<file path="config.mk">
export PLATFORM = sky130hd
export DESIGN_NAME = rtcirq_top
export DESIGN_NICKNAME = d
export VERILOG_FILES = /design/src/common/rtcirq_pkg.sv /design/src/verilog/rtcirq_top.sv /design/src/verilog/rtcirq_divider.sv /design/src/verilog/rtcirq_clkout.sv
export SDC_FILE = /design/constraint.sdc
export NUM_CORES = 1
export LEC_CHECK = 0
export ABC_AREA = 1
export BUFFER_PORTS_ARGS = -buffer_cell sky130_fd_sc_hd__buf_2
export CAP_MARGIN = 40
export CORE_ASPECT_RATIO = 0.75
export CORE_MARGIN = 8
export CORE_UTILIZATION = 50
export CTS_BUF_LIST = sky130_fd_sc_hd__clkbuf_4 sky130_fd_sc_hd__clkbuf_8
export DETAILED_ROUTE_END_ITERATION = 8
export GPL_ROUTABILITY_DRIVEN = 0
export PLACE_DENSITY = 0.75
export SKIP_LAST_GASP = 1
export SLEW_MARGIN = 20
export SYNTH_ARGS = -nofsm -noshare
export SYNTH_HDL_FRONTEND = slang
export SYNTH_SLANG_ARGS = --single-unit
</file>
<file path="constraint.sdc">
create_clock -name clock -period 2.3 [get_ports clock]
set_clock_uncertainty 0.1 [all_clocks]
set_input_delay 0.46 -clock clock [delete_from_list [all_inputs] [get_ports clock]]
set_output_delay 0.46 -clock clock [all_outputs]
set_load 0.005 [all_outputs]
</file>
<file path="src/common/rtcirq_pkg.sv">
// Shared constants and types of the alarm, periodic interrupt and clock-out block
// Assumes one system clock; oscillator and time counters are synchronous inputs
package rtcirq_pkg;
    // Oscillator and sub-second divider
    localparam int OSC_HZ = 32768;
    localparam int TICK_W = $clog2(OSC_HZ);
    // Pulse-mode lead of the falling edge before the second increment
    localparam int LEAD_US = 92;
    localparam int LEAD_TICKS = (LEAD_US * OSC_HZ) / 1000000;
    // Largest cycle change from oscillation adjustment
    localparam int ADJ_MAX_US = 3784;
    localparam int ADJ_MAX_TICKS = (ADJ_MAX_US * OSC_HZ) / 1000000;
    localparam int ADJ_W = 8;
    localparam logic signed [ADJ_W-1:0] ADJ_LIMIT = ADJ_W'(ADJ_MAX_TICKS);

    // Register port
    localparam int ADDR_W = 4;
    localparam int DATA_W = 8;
    localparam logic [ADDR_W-1:0] ADDR_ALW_MIN = 4'h8;
    localparam logic [ADDR_W-1:0] ADDR_ALW_HOUR = 4'h9;
    localparam logic [ADDR_W-1:0] ADDR_ALW_DAYS = 4'hA;
    localparam logic [ADDR_W-1:0] ADDR_ALD_MIN = 4'hB;
    localparam logic [ADDR_W-1:0] ADDR_ALD_HOUR = 4'hC;
    localparam logic [ADDR_W-1:0] ADDR_CTRL1 = 4'hE;
    localparam logic [ADDR_W-1:0] ADDR_CTRL2 = 4'hF;

    // Control register one fields
    localparam int BIT_WEEKLY_EN = 7;
    localparam int BIT_DAILY_EN = 6;
    localparam int BIT_CLK_DIS2 = 4;
    localparam int BIT_PSEL_HI = 2;
    localparam int BIT_PSEL_LO = 0;
    // Control register two fields
    localparam int BIT_PON = 4;
    localparam int BIT_CLK_DIS1 = 3;
    localparam int BIT_PFLAG = 2;
    localparam int BIT_WEEKLY_FLAG = 1;
    localparam int BIT_DAILY_FLAG = 0;

    // Time field widths and codes
    localparam int MIN_W = 7;
    localparam int HOUR_W = 6;
    localparam int DAY_W = 6;
    localparam int WDAY_W = 3;
    localparam int WEEK_DAYS = 7;
    localparam logic [MIN_W-1:0] SEC_ZERO = 7'h00;
    localparam logic [MIN_W-1:0] MIN_ZERO = 7'h00;
    localparam logic [HOUR_W-1:0] HOUR_ZERO = 6'h00;
    localparam logic [DAY_W-1:0] FIRST_DAY = 6'h01;

    typedef struct packed {
        logic [DAY_W-1:0] monthDay;
        logic [WDAY_W-1:0] weekday;
        logic [HOUR_W-1:0] hour;
        logic [MIN_W-1:0] minute;
        logic [MIN_W-1:0] second;
    } rtcirq_time_s;

    typedef enum logic [2:0] {
        PSEL_OFF = 3'h0,
        PSEL_FIXED_LOW = 3'h1,
        PSEL_PULSE_2HZ = 3'h2,
        PSEL_PULSE_1HZ = 3'h3,
        PSEL_LVL_SECOND = 3'h4,
        PSEL_LVL_MINUTE = 3'h5,
        PSEL_LVL_HOUR = 3'h6,
        PSEL_LVL_MONTH = 3'h7
    } rtcirq_psel_e;
endpackage

</file>
<file path="src/verilog/rtcirq_top.sv">
// Alarm comparators, periodic interrupt and slow clock output of a real-time clock
// Assumes time counters, oscillator and register port are outside and synchronous to clock
// Notes on behaviour
// RULE1: Alarm channel works only while enabled.
// RULE2: Flag write 1 ignored, 0 clears.
// RULE3: Flag reads show pending alarm match.
// RULE4: Clearing flag keeps enable; channel stays armed.
// RULE5: Weekly: day, hour, minute; daily: hour, minute.
// RULE6: Host disables alarm while rewriting alarm time.
// RULE7: Enabling on a live match does not fire.
// RULE8: Select 000 off high, 001 fixed low.
// RULE9: Select 010/011 give 2 Hz/1 Hz square.
// RULE10: Select 1xx: second, minute, hour, month events.
// RULE11: Level mode stays low until flag cleared.
// RULE12: Pulse falling edge leads increment by 92 us.
// RULE13: Level falling edge meets second increment.
// RULE14: Seconds write resets divider, pulse goes low.
// RULE15: Adjustment perturbs cycle by at most 3.784 ms.
// RULE16: Clock out when gate high, not both disabled.
// RULE17: Disable bits in both registers, default zero.
// RULE18: Irq A ORs daily and periodic; B weekly.
// RULE19: Power-on flag clears enables, flags, select, disables.
// RULE20: Clock out changes only at clock boundaries.
// RULE21: Interrupt pins are open drain.
//
// The register offsets and strobed register access are this design's own decisions.
`timescale 1ns/1ps
module rtcirq_top
    import rtcirq_pkg::*;
#(
    parameter int LEAD = LEAD_TICKS
) (
    input wire logic clock,
    input wire logic reset,
    input wire logic [ADDR_W-1:0] regAddr,
    input wire logic [DATA_W-1:0] regWriteData,
    input wire logic regWrite,
    input wire logic regRead,
    output logic [DATA_W-1:0] regReadData,
    input wire logic slowClockIn,
    input wire logic clockoutGatePin,
    input wire rtcirq_time_s currentTime,
    input wire logic secondsWrite,
    input wire logic adjustStrobe,
    input wire logic signed [ADJ_W-1:0] adjustTicks,
    input wire logic poweronEvent,
    output logic secondIncrement,
    output logic irqOutAOut,
    output logic irqOutAOe,
    output logic irqOutBOut,
    output logic irqOutBOe,
    output logic slowClockOut
);
    if (LEAD < 1 || LEAD >= 2 ** (TICK_W - 2)) begin : g_check
        $error("rtcirq_top: unsupported LEAD");
    end

    // Control and status
    logic weeklyEnable_r;
    logic dailyEnable_r;
    logic clockoutDisable1_r;
    logic clockoutDisable2_r;
    rtcirq_psel_e periodicSelect_r;
    logic weeklyFlag_r;
    logic dailyFlag_r;
    logic periodicFlag_r;
    logic poweronFlag_r;

    // Alarm times
    logic [MIN_W-1:0] weeklyMinute_r;
    logic [HOUR_W-1:0] weeklyHour_r;
    logic [WEEK_DAYS-1:0] weeklyDays_r;
    logic [MIN_W-1:0] dailyMinute_r;
    logic [HOUR_W-1:0] dailyHour_r;

    // Internal events
    logic oscPrev_r;
    logic oscTick;
    logic secondTick;
    logic tickSeen_r;
    logic [TICK_W-1:0] subSecond;
    logic [TICK_W-1:0] leadPhase;
    logic weeklyMatch;
    logic dailyMatch;
    logic weeklyMatchPrev_r;
    logic dailyMatchPrev_r;
    logic weeklySet;
    logic dailySet;
    logic levelHit;
    logic periodicSet;
    logic periodicLow;
    logic writeCtrl1;
    logic writeCtrl2;
    logic clearEvent;
    logic irqAOe_r;
    logic irqBOe_r;
    logic [DATA_W-1:0] readData_r;

    function automatic logic timeMatch(
        input logic [MIN_W-1:0] almMinute,
        input logic [HOUR_W-1:0] almHour,
        input rtcirq_time_s now
    );
        return (almMinute == now.minute) && (almHour == now.hour);
    endfunction

    // Hardware set wins over software clear
    function automatic logic flagNext(input logic cur, input logic set, input logic clr);
        return set || (cur && !clr);
    endfunction

    assign writeCtrl1 = regWrite && (regAddr == ADDR_CTRL1);
    assign writeCtrl2 = regWrite && (regAddr == ADDR_CTRL2);
    assign clearEvent = reset || poweronEvent;

    // Oscillator edge and second divider
    always_ff @(posedge clock) begin
        if (reset) begin
            oscPrev_r <= 1'b0;
        end else begin
            oscPrev_r <= slowClockIn;
        end
    end

    assign oscTick = slowClockIn && !oscPrev_r;

    rtcirq_divider #(
        .DIV_W(TICK_W),
        .LEAD(LEAD)
    ) u_divider (
        .clock(clock),
        .reset(reset),
        .oscTick(oscTick),
        .secondsWrite(secondsWrite),
        .adjustStrobe(adjustStrobe),
        .adjustTicks(adjustTicks),
        .subSecond(subSecond),
        .secondTick(secondTick)
    );

    assign secondIncrement = secondTick;

    // Control register one
    always_ff @(posedge clock) begin
        if (clearEvent) begin
            weeklyEnable_r <= 1'b0; // [RULE19]
            dailyEnable_r <= 1'b0;
            clockoutDisable2_r <= 1'b0; // [RULE17]
            periodicSelect_r <= PSEL_OFF; // [RULE8]
        end else if (writeCtrl1) begin
            weeklyEnable_r <= regWriteData[BIT_WEEKLY_EN]; // [RULE1]
            dailyEnable_r <= regWriteData[BIT_DAILY_EN];
            clockoutDisable2_r <= regWriteData[BIT_CLK_DIS2];
            periodicSelect_r <= rtcirq_psel_e'(regWriteData[BIT_PSEL_HI:BIT_PSEL_LO]);
        end
    end

    // Control register two: disable bit and power-on flag
    always_ff @(posedge clock) begin
        if (clearEvent) begin
            clockoutDisable1_r <= 1'b0; // [RULE17]
            poweronFlag_r <= 1'b1;
        end else if (writeCtrl2) begin
            clockoutDisable1_r <= regWriteData[BIT_CLK_DIS1];
            poweronFlag_r <= poweronFlag_r && regWriteData[BIT_PON];
        end
    end

    // Alarm time registers
    always_ff @(posedge clock) begin
        if (reset) begin
            weeklyMinute_r <= '0;
            weeklyHour_r <= '0;
            weeklyDays_r <= '0;
            dailyMinute_r <= '0;
            dailyHour_r <= '0;
        end else if (regWrite) begin
            case (regAddr)
                ADDR_ALW_MIN: weeklyMinute_r <= regWriteData[MIN_W-1:0];
                ADDR_ALW_HOUR: weeklyHour_r <= regWriteData[HOUR_W-1:0];
                ADDR_ALW_DAYS: weeklyDays_r <= regWriteData[WEEK_DAYS-1:0];
                ADDR_ALD_MIN: dailyMinute_r <= regWriteData[MIN_W-1:0];
                ADDR_ALD_HOUR: dailyHour_r <= regWriteData[HOUR_W-1:0];
                default: begin
                end
            endcase
        end
    end

    // Alarm comparators
    assign weeklyMatch = (currentTime.weekday < WDAY_W'(WEEK_DAYS))
        && weeklyDays_r[currentTime.weekday]
        && timeMatch(weeklyMinute_r, weeklyHour_r, currentTime); // [RULE5]
    assign dailyMatch = timeMatch(dailyMinute_r, dailyHour_r, currentTime); // [RULE5]

    // Match history runs regardless of enable
    always_ff @(posedge clock) begin
        if (reset) begin
            weeklyMatchPrev_r <= 1'b0;
            dailyMatchPrev_r <= 1'b0;
        end else begin
            weeklyMatchPrev_r <= weeklyMatch;
            dailyMatchPrev_r <= dailyMatch;
        end
    end

    // Only a fresh match fires
    assign weeklySet = weeklyEnable_r && weeklyMatch && !weeklyMatchPrev_r; // [RULE7] [RULE1] [RULE4]
    assign dailySet = dailyEnable_r && dailyMatch && !dailyMatchPrev_r; // [RULE7] [RULE1] [RULE4]

    // Level mode event, checked once counters hold the new time
    always_ff @(posedge clock) begin
        if (reset) begin
            tickSeen_r <= 1'b0;
        end else begin
            tickSeen_r <= secondTick;
        end
    end

    always_comb begin
        levelHit = 1'b0;
        case (periodicSelect_r)
            PSEL_LVL_SECOND: levelHit = 1'b1;
            PSEL_LVL_MINUTE: levelHit = currentTime.second == SEC_ZERO;
            PSEL_LVL_HOUR: levelHit = (currentTime.second == SEC_ZERO)
                && (currentTime.minute == MIN_ZERO);
            PSEL_LVL_MONTH: levelHit = (currentTime.second == SEC_ZERO)
                && (currentTime.minute == MIN_ZERO)
                && (currentTime.hour == HOUR_ZERO)
                && (currentTime.monthDay == FIRST_DAY);
            default: levelHit = 1'b0;
        endcase
    end

    assign periodicSet = tickSeen_r && levelHit; // [RULE10] [RULE13]

    // Interrupt flags
    always_ff @(posedge clock) begin
        if (clearEvent) begin
            weeklyFlag_r <= 1'b0; // [RULE19]
            dailyFlag_r <= 1'b0;
            periodicFlag_r <= 1'b0;
        end else begin
            weeklyFlag_r <= flagNext(weeklyFlag_r, weeklySet,
                writeCtrl2 && !regWriteData[BIT_WEEKLY_FLAG]); // [RULE2]
            dailyFlag_r <= flagNext(dailyFlag_r, dailySet,
                writeCtrl2 && !regWriteData[BIT_DAILY_FLAG]); // [RULE2]
            periodicFlag_r <= flagNext(periodicFlag_r, periodicSet,
                writeCtrl2 && !regWriteData[BIT_PFLAG]); // [RULE11]
        end
    end

    // Pulse phase shifted so the fall leads the increment
    assign leadPhase = subSecond + TICK_W'(LEAD); // [RULE12]

    always_comb begin
        periodicLow = 1'b0;
        case (periodicSelect_r)
            PSEL_OFF: periodicLow = 1'b0; // [RULE8]
            PSEL_FIXED_LOW: periodicLow = 1'b1; // [RULE8]
            PSEL_PULSE_2HZ: periodicLow = !leadPhase[TICK_W-2]; // [RULE9]
            PSEL_PULSE_1HZ: periodicLow = !leadPhase[TICK_W-1]; // [RULE9]
            PSEL_LVL_SECOND,
            PSEL_LVL_MINUTE,
            PSEL_LVL_HOUR,
            PSEL_LVL_MONTH: periodicLow = periodicFlag_r; // [RULE11]
            default: periodicLow = 1'b0;
        endcase
    end

    // Open-drain interrupt drivers
    always_ff @(posedge clock) begin
        if (reset) begin
            irqAOe_r <= 1'b0;
            irqBOe_r <= 1'b0;
        end else begin
            irqAOe_r <= dailyFlag_r || periodicLow; // [RULE18]
            irqBOe_r <= weeklyFlag_r; // [RULE18]
        end
    end

    assign irqOutAOut = 1'b0; // [RULE21]
    assign irqOutBOut = 1'b0; // [RULE21]
    assign irqOutAOe = irqAOe_r;
    assign irqOutBOe = irqBOe_r;

    // Register read, data one cycle after the strobe
    always_ff @(posedge clock) begin
        if (reset) begin
            readData_r <= '0;
        end else if (regRead) begin
            readData_r <= '0;
            case (regAddr)
                ADDR_ALW_MIN: readData_r[MIN_W-1:0] <= weeklyMinute_r;
                ADDR_ALW_HOUR: readData_r[HOUR_W-1:0] <= weeklyHour_r;
                ADDR_ALW_DAYS: readData_r[WEEK_DAYS-1:0] <= weeklyDays_r;
                ADDR_ALD_MIN: readData_r[MIN_W-1:0] <= dailyMinute_r;
                ADDR_ALD_HOUR: readData_r[HOUR_W-1:0] <= dailyHour_r;
                ADDR_CTRL1: begin
                    readData_r[BIT_WEEKLY_EN] <= weeklyEnable_r;
                    readData_r[BIT_DAILY_EN] <= dailyEnable_r;
                    readData_r[BIT_CLK_DIS2] <= clockoutDisable2_r;
                    readData_r[BIT_PSEL_HI:BIT_PSEL_LO] <= periodicSelect_r;
                end
                ADDR_CTRL2: begin
                    readData_r[BIT_PON] <= poweronFlag_r;
                    readData_r[BIT_CLK_DIS1] <= clockoutDisable1_r;
                    readData_r[BIT_PFLAG] <= periodicFlag_r;
                    readData_r[BIT_WEEKLY_FLAG] <= weeklyFlag_r; // [RULE3]
                    readData_r[BIT_DAILY_FLAG] <= dailyFlag_r; // [RULE3]
                end
                default: begin
                end
            endcase
        end
    end

    assign regReadData = readData_r;

    // Gated slow clock output
    rtcirq_clkout u_clkout (
        .clock(clock),
        .reset(reset),
        .slowClockIn(slowClockIn),
        .enableReq(clockoutGatePin && !(clockoutDisable1_r && clockoutDisable2_r)), // [RULE16]
        .slowClockOut(slowClockOut)
    );
endmodule

</file>
<file path="src/verilog/rtcirq_divider.sv">
// Sub-second divider: oscillator ticks to second increment
// Assumes oscTick is a one-cycle pulse per oscillator period
`timescale 1ns/1ps
module rtcirq_divider
    import rtcirq_pkg::*;
#(
    parameter int DIV_W = TICK_W,
    parameter int LEAD = LEAD_TICKS
) (
    input wire logic clock,
    input wire logic reset,
    input wire logic oscTick,
    input wire logic secondsWrite,
    input wire logic adjustStrobe,
    input wire logic signed [ADJ_W-1:0] adjustTicks,
    output logic [DIV_W-1:0] subSecond,
    output logic secondTick
);
    if (DIV_W < 3 || LEAD < 1 || LEAD >= 2 ** (DIV_W - 2)) begin : g_check
        $error("rtcirq_divider: unsupported DIV_W or LEAD");
    end

    logic [DIV_W-1:0] div_r;
    logic signed [ADJ_W-1:0] pend_r;
    logic secondTick_r;
    logic [1:0] step;
    logic [DIV_W:0] stepSum;

    function automatic logic signed [ADJ_W-1:0] clampAdj(input logic signed [ADJ_W-1:0] v);
        if (v > ADJ_LIMIT) begin
            return ADJ_LIMIT;
        end else if (v < -ADJ_LIMIT) begin
            return -ADJ_LIMIT;
        end
        return v;
    endfunction

    // Held or doubled ticks stretch or shrink one cycle
    always_comb begin
        step = 2'h1;
        if (pend_r > 0) begin
            step = 2'h0;
        end else if (pend_r < 0) begin
            step = 2'h2;
        end
        stepSum = {1'b0, div_r} + {{(DIV_W-1){1'b0}}, step};
    end

    always_ff @(posedge clock) begin
        if (reset || secondsWrite) begin
            div_r <= '0; // [RULE14]
        end else if (oscTick) begin
            div_r <= stepSum[DIV_W-1:0];
        end
    end

    always_ff @(posedge clock) begin
        if (reset) begin
            pend_r <= '0;
        end else if (adjustStrobe) begin
            pend_r <= clampAdj(adjustTicks); // [RULE15]
        end else if (oscTick && pend_r > 0) begin
            pend_r <= pend_r - ADJ_W'(1);
        end else if (oscTick && pend_r < 0) begin
            pend_r <= pend_r + ADJ_W'(1);
        end
    end

    always_ff @(posedge clock) begin
        if (reset) begin
            secondTick_r <= 1'b0;
        end else begin
            secondTick_r <= oscTick && stepSum[DIV_W] && !secondsWrite;
        end
    end

    assign subSecond = div_r;
    assign secondTick = secondTick_r;
endmodule

</file>
<file path="src/verilog/rtcirq_clkout.sv">
// Gated slow clock output without runt pulses
// Assumes slowClockIn is the oscillator level, synchronous to clock
`timescale 1ns/1ps
module rtcirq_clkout (
    input wire logic clock,
    input wire logic reset,
    input wire logic slowClockIn,
    input wire logic enableReq,
    output logic slowClockOut
);
    logic enable_r;
    logic out_r;

    // Enable moves only while the clock is low
    always_ff @(posedge clock) begin
        if (reset) begin
            enable_r <= 1'b0;
        end else if (!slowClockIn) begin
            enable_r <= enableReq; // [RULE20]
        end
    end

    always_ff @(posedge clock) begin
        if (reset) begin
            out_r <= 1'b0;
        end else begin
            out_r <= slowClockIn && enable_r; // [RULE16]
        end
    end

    assign slowClockOut = out_r;
endmodule

</file>
== After elaboration in Yosys (flattened, before gate mapping) ==
Cells that the tools add are included.
Storage, ports and cells
  word-level logic and storage cells: 136
  bits of input ports: 58
  output and inout bits: 14
  register bits: 84
Cells by class
  eq/ne operators: 19
  $add $sub $neg: 4
  order comparisons: 6
  multiplexer cells: 22
  reduce and logical (&&, ||, !) cells: 59
Operators with widths (count)
  2-to-1 mux 8 bit: 6
  logical AND 1 bit: 29
  equality test 4 bit, second input constant: 7
  case mux 3 bit (7 select lines): 1
  adder 15 x 2 -> 16 bit: 1
  adder 15 x 2 -> 15 bit, second input constant: 1
  equality test 7 bit: 2
  logical NOT 7 bit: 2
  logical NOT 1 bit: 13
  equality test 3 bit, second input constant: 4
  equality test 6 bit: 2
  case mux 1 bit (5 select lines): 2
  AND reduction 2 bit: 5
  adder 8 x 2 -> 8 bit, second input constant: 1
  greater-than comparator 8 x 1 -> 1 bit, second input constant: 1
  greater-than comparator 8 bit, second input constant: 1
  less-than comparator 8 x 1 -> 1 bit, second input constant: 1
  less-than comparator 8 bit, second input constant: 1
  case mux 1 bit (4 select lines): 2
  subtractor 8 x 2 -> 8 bit, second input constant: 1
  case mux 1 bit (7 select lines): 1
  equality test 3 x 2 -> 1 bit, second input constant: 2
  equality test 6 x 1 -> 1 bit, second input constant: 1
  logical NOT 6 bit: 1
  other kinds (11): 22

== Longest topological paths before layout ==
  word-level depth: 7
  gate-level depth with buffers: 13
  mapped depth without buffers: 13

== Hierarchy ==
From an unflattened synthesis, not the netlist that was laid out.
Second synthesis, totals
  cell total of the unflattened synthesis: 746
  area total of the unflattened synthesis: 4898.4 sq um
By module, submodules not included
  rtcirq_top: seq. area each 1161.1 sq um, times used 1, cells an instance 483, area an instance 3139.3 sq um
  rtcirq_divider: seq. area each 480.5 sq um, times used 1, cells an instance 255, area an instance 1689.1 sq um
  rtcirq_clkout: seq. area each 40.0 sq um, times used 1, cells an instance 8, area an instance 70.1 sq um

== Worst setup path before layout ==
No wires, ideal clock.
  path type: input to register
  start: input slowClockIn
  end: register u_divider.pend_r[4]
  required time: 2.072 ns
  buffers on the path: 0
  setup slack: 0.038 ns
  cell stages on the path: 11
  library setup time: 0.128 ns
  data arrival time: 2.034 ns
  path through: inv_2 -> nor2_4 -> o21ai_2 -> nor2_1 -> inv_1 -> fa_1 -> o21ai_1 -> xnor2_1 -> nor2_1 -> nor2_1 -> nor2_1
Between the ends
  cells in the longest elaborated chain, start to end: 4
  elaborated cells on any way between the ends: 6
  classes of those cells: 2 x mux; 4 x reduce/logical
Ends and longest elaborated chain
  start: declaration: RTL line rtcirq_top.sv:40  | input wire logic slowClockIn,
  logical AND 1 bit (*): RTL line rtcirq_top.sv:125  | assign oscTick = slowClockIn && !oscPrev_r;
  logical AND 1 bit: RTL line rtcirq_divider.sv:62  | end else if (oscTick && pend_r > 0) begin
  2-to-1 mux 8 bit: RTL line rtcirq_divider.sv:62
  2-to-1 mux 8 bit: RTL line rtcirq_divider.sv:60  | end else if (adjustStrobe) begin
  end signal: assignment: RTL line rtcirq_divider.sv:61  | pend_r <= clampAdj(adjustTicks);
  end signal: assignment: RTL line rtcirq_divider.sv:63  | pend_r <= pend_r - ADJ_W'(1);
  end signal: assignment: RTL line rtcirq_divider.sv:65  | pend_r <= pend_r + ADJ_W'(1);
  end: declaration: RTL line rtcirq_divider.sv:24  | logic signed [ADJ_W-1:0] pend_r;
Mark *: on every way between the ends. The rest lies on a longest branch, timed or not.
A chain may end at the register's enable or synchronous reset.

== Final worst setup path ==
  start: register u_divider.pend_r[2]
  end: register u_divider.div_r[12], in the netlist u_divider.subSecond[12]
Between the ends
  cells in the longest elaborated chain, start to end: 4
  elaborated cells on any way between the ends: 5
  classes of those cells: 1 x add/sub; 2 x order compare; 2 x mux
Ends and longest elaborated chain
  less-than comparator 8 x 1 -> 1 bit: RTL line rtcirq_divider.sv:43  | end else if (pend_r < 0) begin
  2-to-1 mux 2 bit: RTL line rtcirq_divider.sv:43
  2-to-1 mux 2 bit (*): RTL line rtcirq_divider.sv:41  | if (pend_r > 0) begin
  adder 15 x 2 -> 16 bit (*): RTL line rtcirq_divider.sv:46  | stepSum = {1'b0, div_r} + {{(DIV_W-1){1'b0}}, step};
  end signal: assignment: RTL line rtcirq_divider.sv:53  | div_r <= stepSum[DIV_W-1:0];
  end: declaration: RTL line rtcirq_divider.sv:23  | logic [DIV_W-1:0] div_r;
Marks and branches as above.

==> reports/results.tsv <==
metric	value	unit
status	finished clean	
Fillers	846	
most frequent cells in the layout	nand2_1 (149), inv_1 (91), nor2_1 (86), dfxtp_1 (82), a21oi_1 (71)	
final setup violation count	0	
PwrDens	578	mW/mm^2
largest net degree at the start of global routing	30	
overall routing resource usage	0.218	
clock share of power	0.369	
cell internal pwr	2270	uW
Area Growth Syn to Fin	16.1	%
Num CTS Buffers	9	
min-delay src	slowClockIn	
Site Rows	30	
async set or reset register ratio after synthesis	0	
Final Hold Viols	0	
Flop pwr share	0.480	
number of flops mapped to enable cells by yosys	0	
Die Y	99.9	um
period utilisation layout	0.974	
synthesized area	0.00469	mm^2
leakage power	0.00237	uW
hold-critical path depth	3	
Worst Slack Setup Final	0.0606	ns
residual DRC count	0	
Mapped Cells	717	
CTS root buffer	clkbuf_8	
Total Wirelength	13900	um
Worst Path Class, Setup	reg -> reg	
most common cell after layout, fill and taps aside	nand2_1	
Worst VDD drop	0.000400	V
post-synth cell types	38	
Detail Route Antenna Nets	0	
Top-Level Pins	72	
Sink Count	84	
CTS H-tree depth	3	
Max Clk Rate	447	MHz
Hold EP	oscPrev_r	
Routed wire per std cell	15.2	um
input/output buffers	69	
Worst R2R End	u_divider.subSecond[12]	
initial antenna violation count	0	
reg2reg start	u_divider.pend_r[2]	
DR vias/cell	5.27	
crit start category	flip-flop	
Hold WS	0.254	ns
placed inst area	0.00517	mm^2
relative slew slack	0.657	
CTS tree	built	
sw power	882	uW
cell count of the worst reg-to-reg path	13	
Worst setup EP type	flip-flop	
Max Slew Vio Count	0	
Slew @ Worst Pin	0.513	ns
share of cells above drive strength 1	0.173	
Total Power	3150	uW
combinational group share of total power	0.151	
First DRT Iteration DRCs	613	
worst-path maximum fanout	5	
vias in the first global route	4416	
fin nets	856	
later-pin clock latency in the skew report	0.37	ns
drt first pass iters	5	
Congestion Overflow GR	0	
reg-to-reg slack, setup	0.06	ns
Seq/Total Area, Yosys	0.358	
Yosys reg bits	84	
Clock transition at path regs	0.09	ns
first-pass GRT wire length	22000	um
minimum clock period	2.24	ns
hold buffers post-CTS	0	
synthesized area per cell	6.55	um^2
dpl ws	0.0244	ns
via count	4848	
crit path DAT	2.44	ns
CORE AREA	0.00908	mm^2
CTS max path bufs	2	
die width	128	um
Hold Crit Class	in -> reg	
ys flop type	dfxtp_1	
unrepaired setup endpoints after global routing	yes	
Diodes inserted	0	
total die area	0.0128	mm^2
Sw Ratio	0.280	
initial core utilization	0.517	
final std cell area, no fill	0.00545	mm^2
max_cap viols	0	
Worst Path Required	2.50	ns
DPL Wire Length	10800	um
synth warn	0	
[registers in the layout, summed over array words and instances, names as in the netlist, 3 cells and up]
name	cells
u_divider.subSecond	15
weeklyDays_r	7
dailyMinute_r	7
weeklyHour_r	6
dailyHour_r	6
periodicSelect_r	3
regReadData	8
weeklyMinute_r	7
u_divider.pend_r	8
[worst max path at each step]
stage	from	to	slack (ns)	depth (start not counted)
after floorplan	slowClockIn	u_divider.pend_r[4]	0.04	11
after global placement	slowClockIn	u_divider.pend_r[5]	0.11	14
after detailed placement	u_divider.pend_r[0]	u_divider.subSecond[12]	0.02	13
after CTS	u_divider.pend_r[5]	u_divider.subSecond[12]	0.02	13
after global routing	u_divider.pend_r[2]	u_divider.pend_r[4]	-0.11	12
final	u_divider.pend_r[2]	u_divider.subSecond[12]	0.06	13
[synthesized netlist by cell type, types with 2 or more instances]
cell type	count	share of area
buf_2	6	0.0064
buf_4	2	0.0032
nor2_1	89	0.071
nand2_2	6	0.0080
xnor2_1	14	0.026
xor2_1	3	0.0056
a21oi_1	71	0.076
nand2_1	149	0.12
o211ai_1	2	0.0032
clkbuf_1	8	0.0064
o22ai_1	11	0.015
fa_1	2	0.0085
o21ai_0	38	0.041
nor2_2	5	0.0067
nand4_1	11	0.015
inv_1	93	0.074
a31oi_1	3	0.0040
nand3_1	40	0.043
nor3_2	2	0.0043
nor3_1	10	0.011
o21ai_1	32	0.034
ha_1	8	0.021
dfxtp_1	84	0.36
inv_2	13	0.010
nor3b_1	2	0.0032
[worst max-delay path: stages (launching register included)]
cell,delay (ns)
dfxtp_2,0.35
nor2_2,0.15
nand3_2,0.15
nor2_4,0.14
ha_2,0.18
inv_1,0.05
fa_1,0.38
inv_2,0.08
nand2_4,0.08
nor2_8,0.11
nand2_4,0.08
nor3_4,0.12
o21ai_1,0.07
a21oi_1,0.13
[power groups by stage]
stage	sequential [uW]	clock (uW)	combinational, uW
2_1_floorplan	1540	0	283
3_3_place_gp	1540	0	429
3_5_place_dp	1540	0	441
4_1_cts	1510	1190	447
5_1_grt	1520	1250	528
6_report	1510	1160	475
[final cells by class]
type	instances	area (um^2)	share of cell area
Clock buffer	9	124	0.0227
Inverter	107	402	0.0737
Multi-Input combinational cell	511	2600	0.477
Sequential cell	84	1680	0.309
Timing Repair Buffer	75	390	0.0716
Clock inverter	6	90.1	0.0165
Tap cell	128	160	0.0294
[cell families (layout without fill, tap and decap cells)]
family | count (synthesis) | after routing | synth area share
buffers and inverters | 123 | 197 | 0.102
DFF | 84 | 84 | 0.358
AOI/OAI and AO/OA | 160 | 160 | 0.178
other | 1 | 2 | 0.000799
xor gates and xnor gates | 17 | 17 | 0.0317
adders and majority gates | 10 | 10 | 0.0299
and+or+nand+nor | 322 | 322 | 0.300
[metal layers]
| metal | wire (um) | GRT usage | up-vias | part of all wire |
|---|---|---|---|---|
| met3 | 1350 | 0.0689 | 33 | 0.097 |
| met4 | 299 | 0.0710 | 0 | 0.021 |
| met1 | 6260 | 0.294 | 2176 | 0.45 |
| met2 | 6040 | 0.321 | 187 | 0.43 |
| li1 | - | - | 2452 | - |
| met5 | 0 | 0 | - | 0 |
[timing repair]
| action | in CTS | in global routing |
|---|---|---|
| gates resized for setup | 3 | 15 |
| pin swaps | 0 | 2 |
| cloned | 0 | 0 |
| setup endpoints to repair | 1 | 7 |
| setup buffers | 0 | 0 |
[stage by stage]
stage,utilization,setup TNS (ns),std cells
2_1_floorplan,-,0,718
3_3_place_gp,0.569,0,904
3_5_place_dp,0.569,0,904
4_1_cts,0.593,0,919
5_1_grt,0.600,-0.434,920
6_report,0.600,0,920
Power figures use the tool's default switching activity.
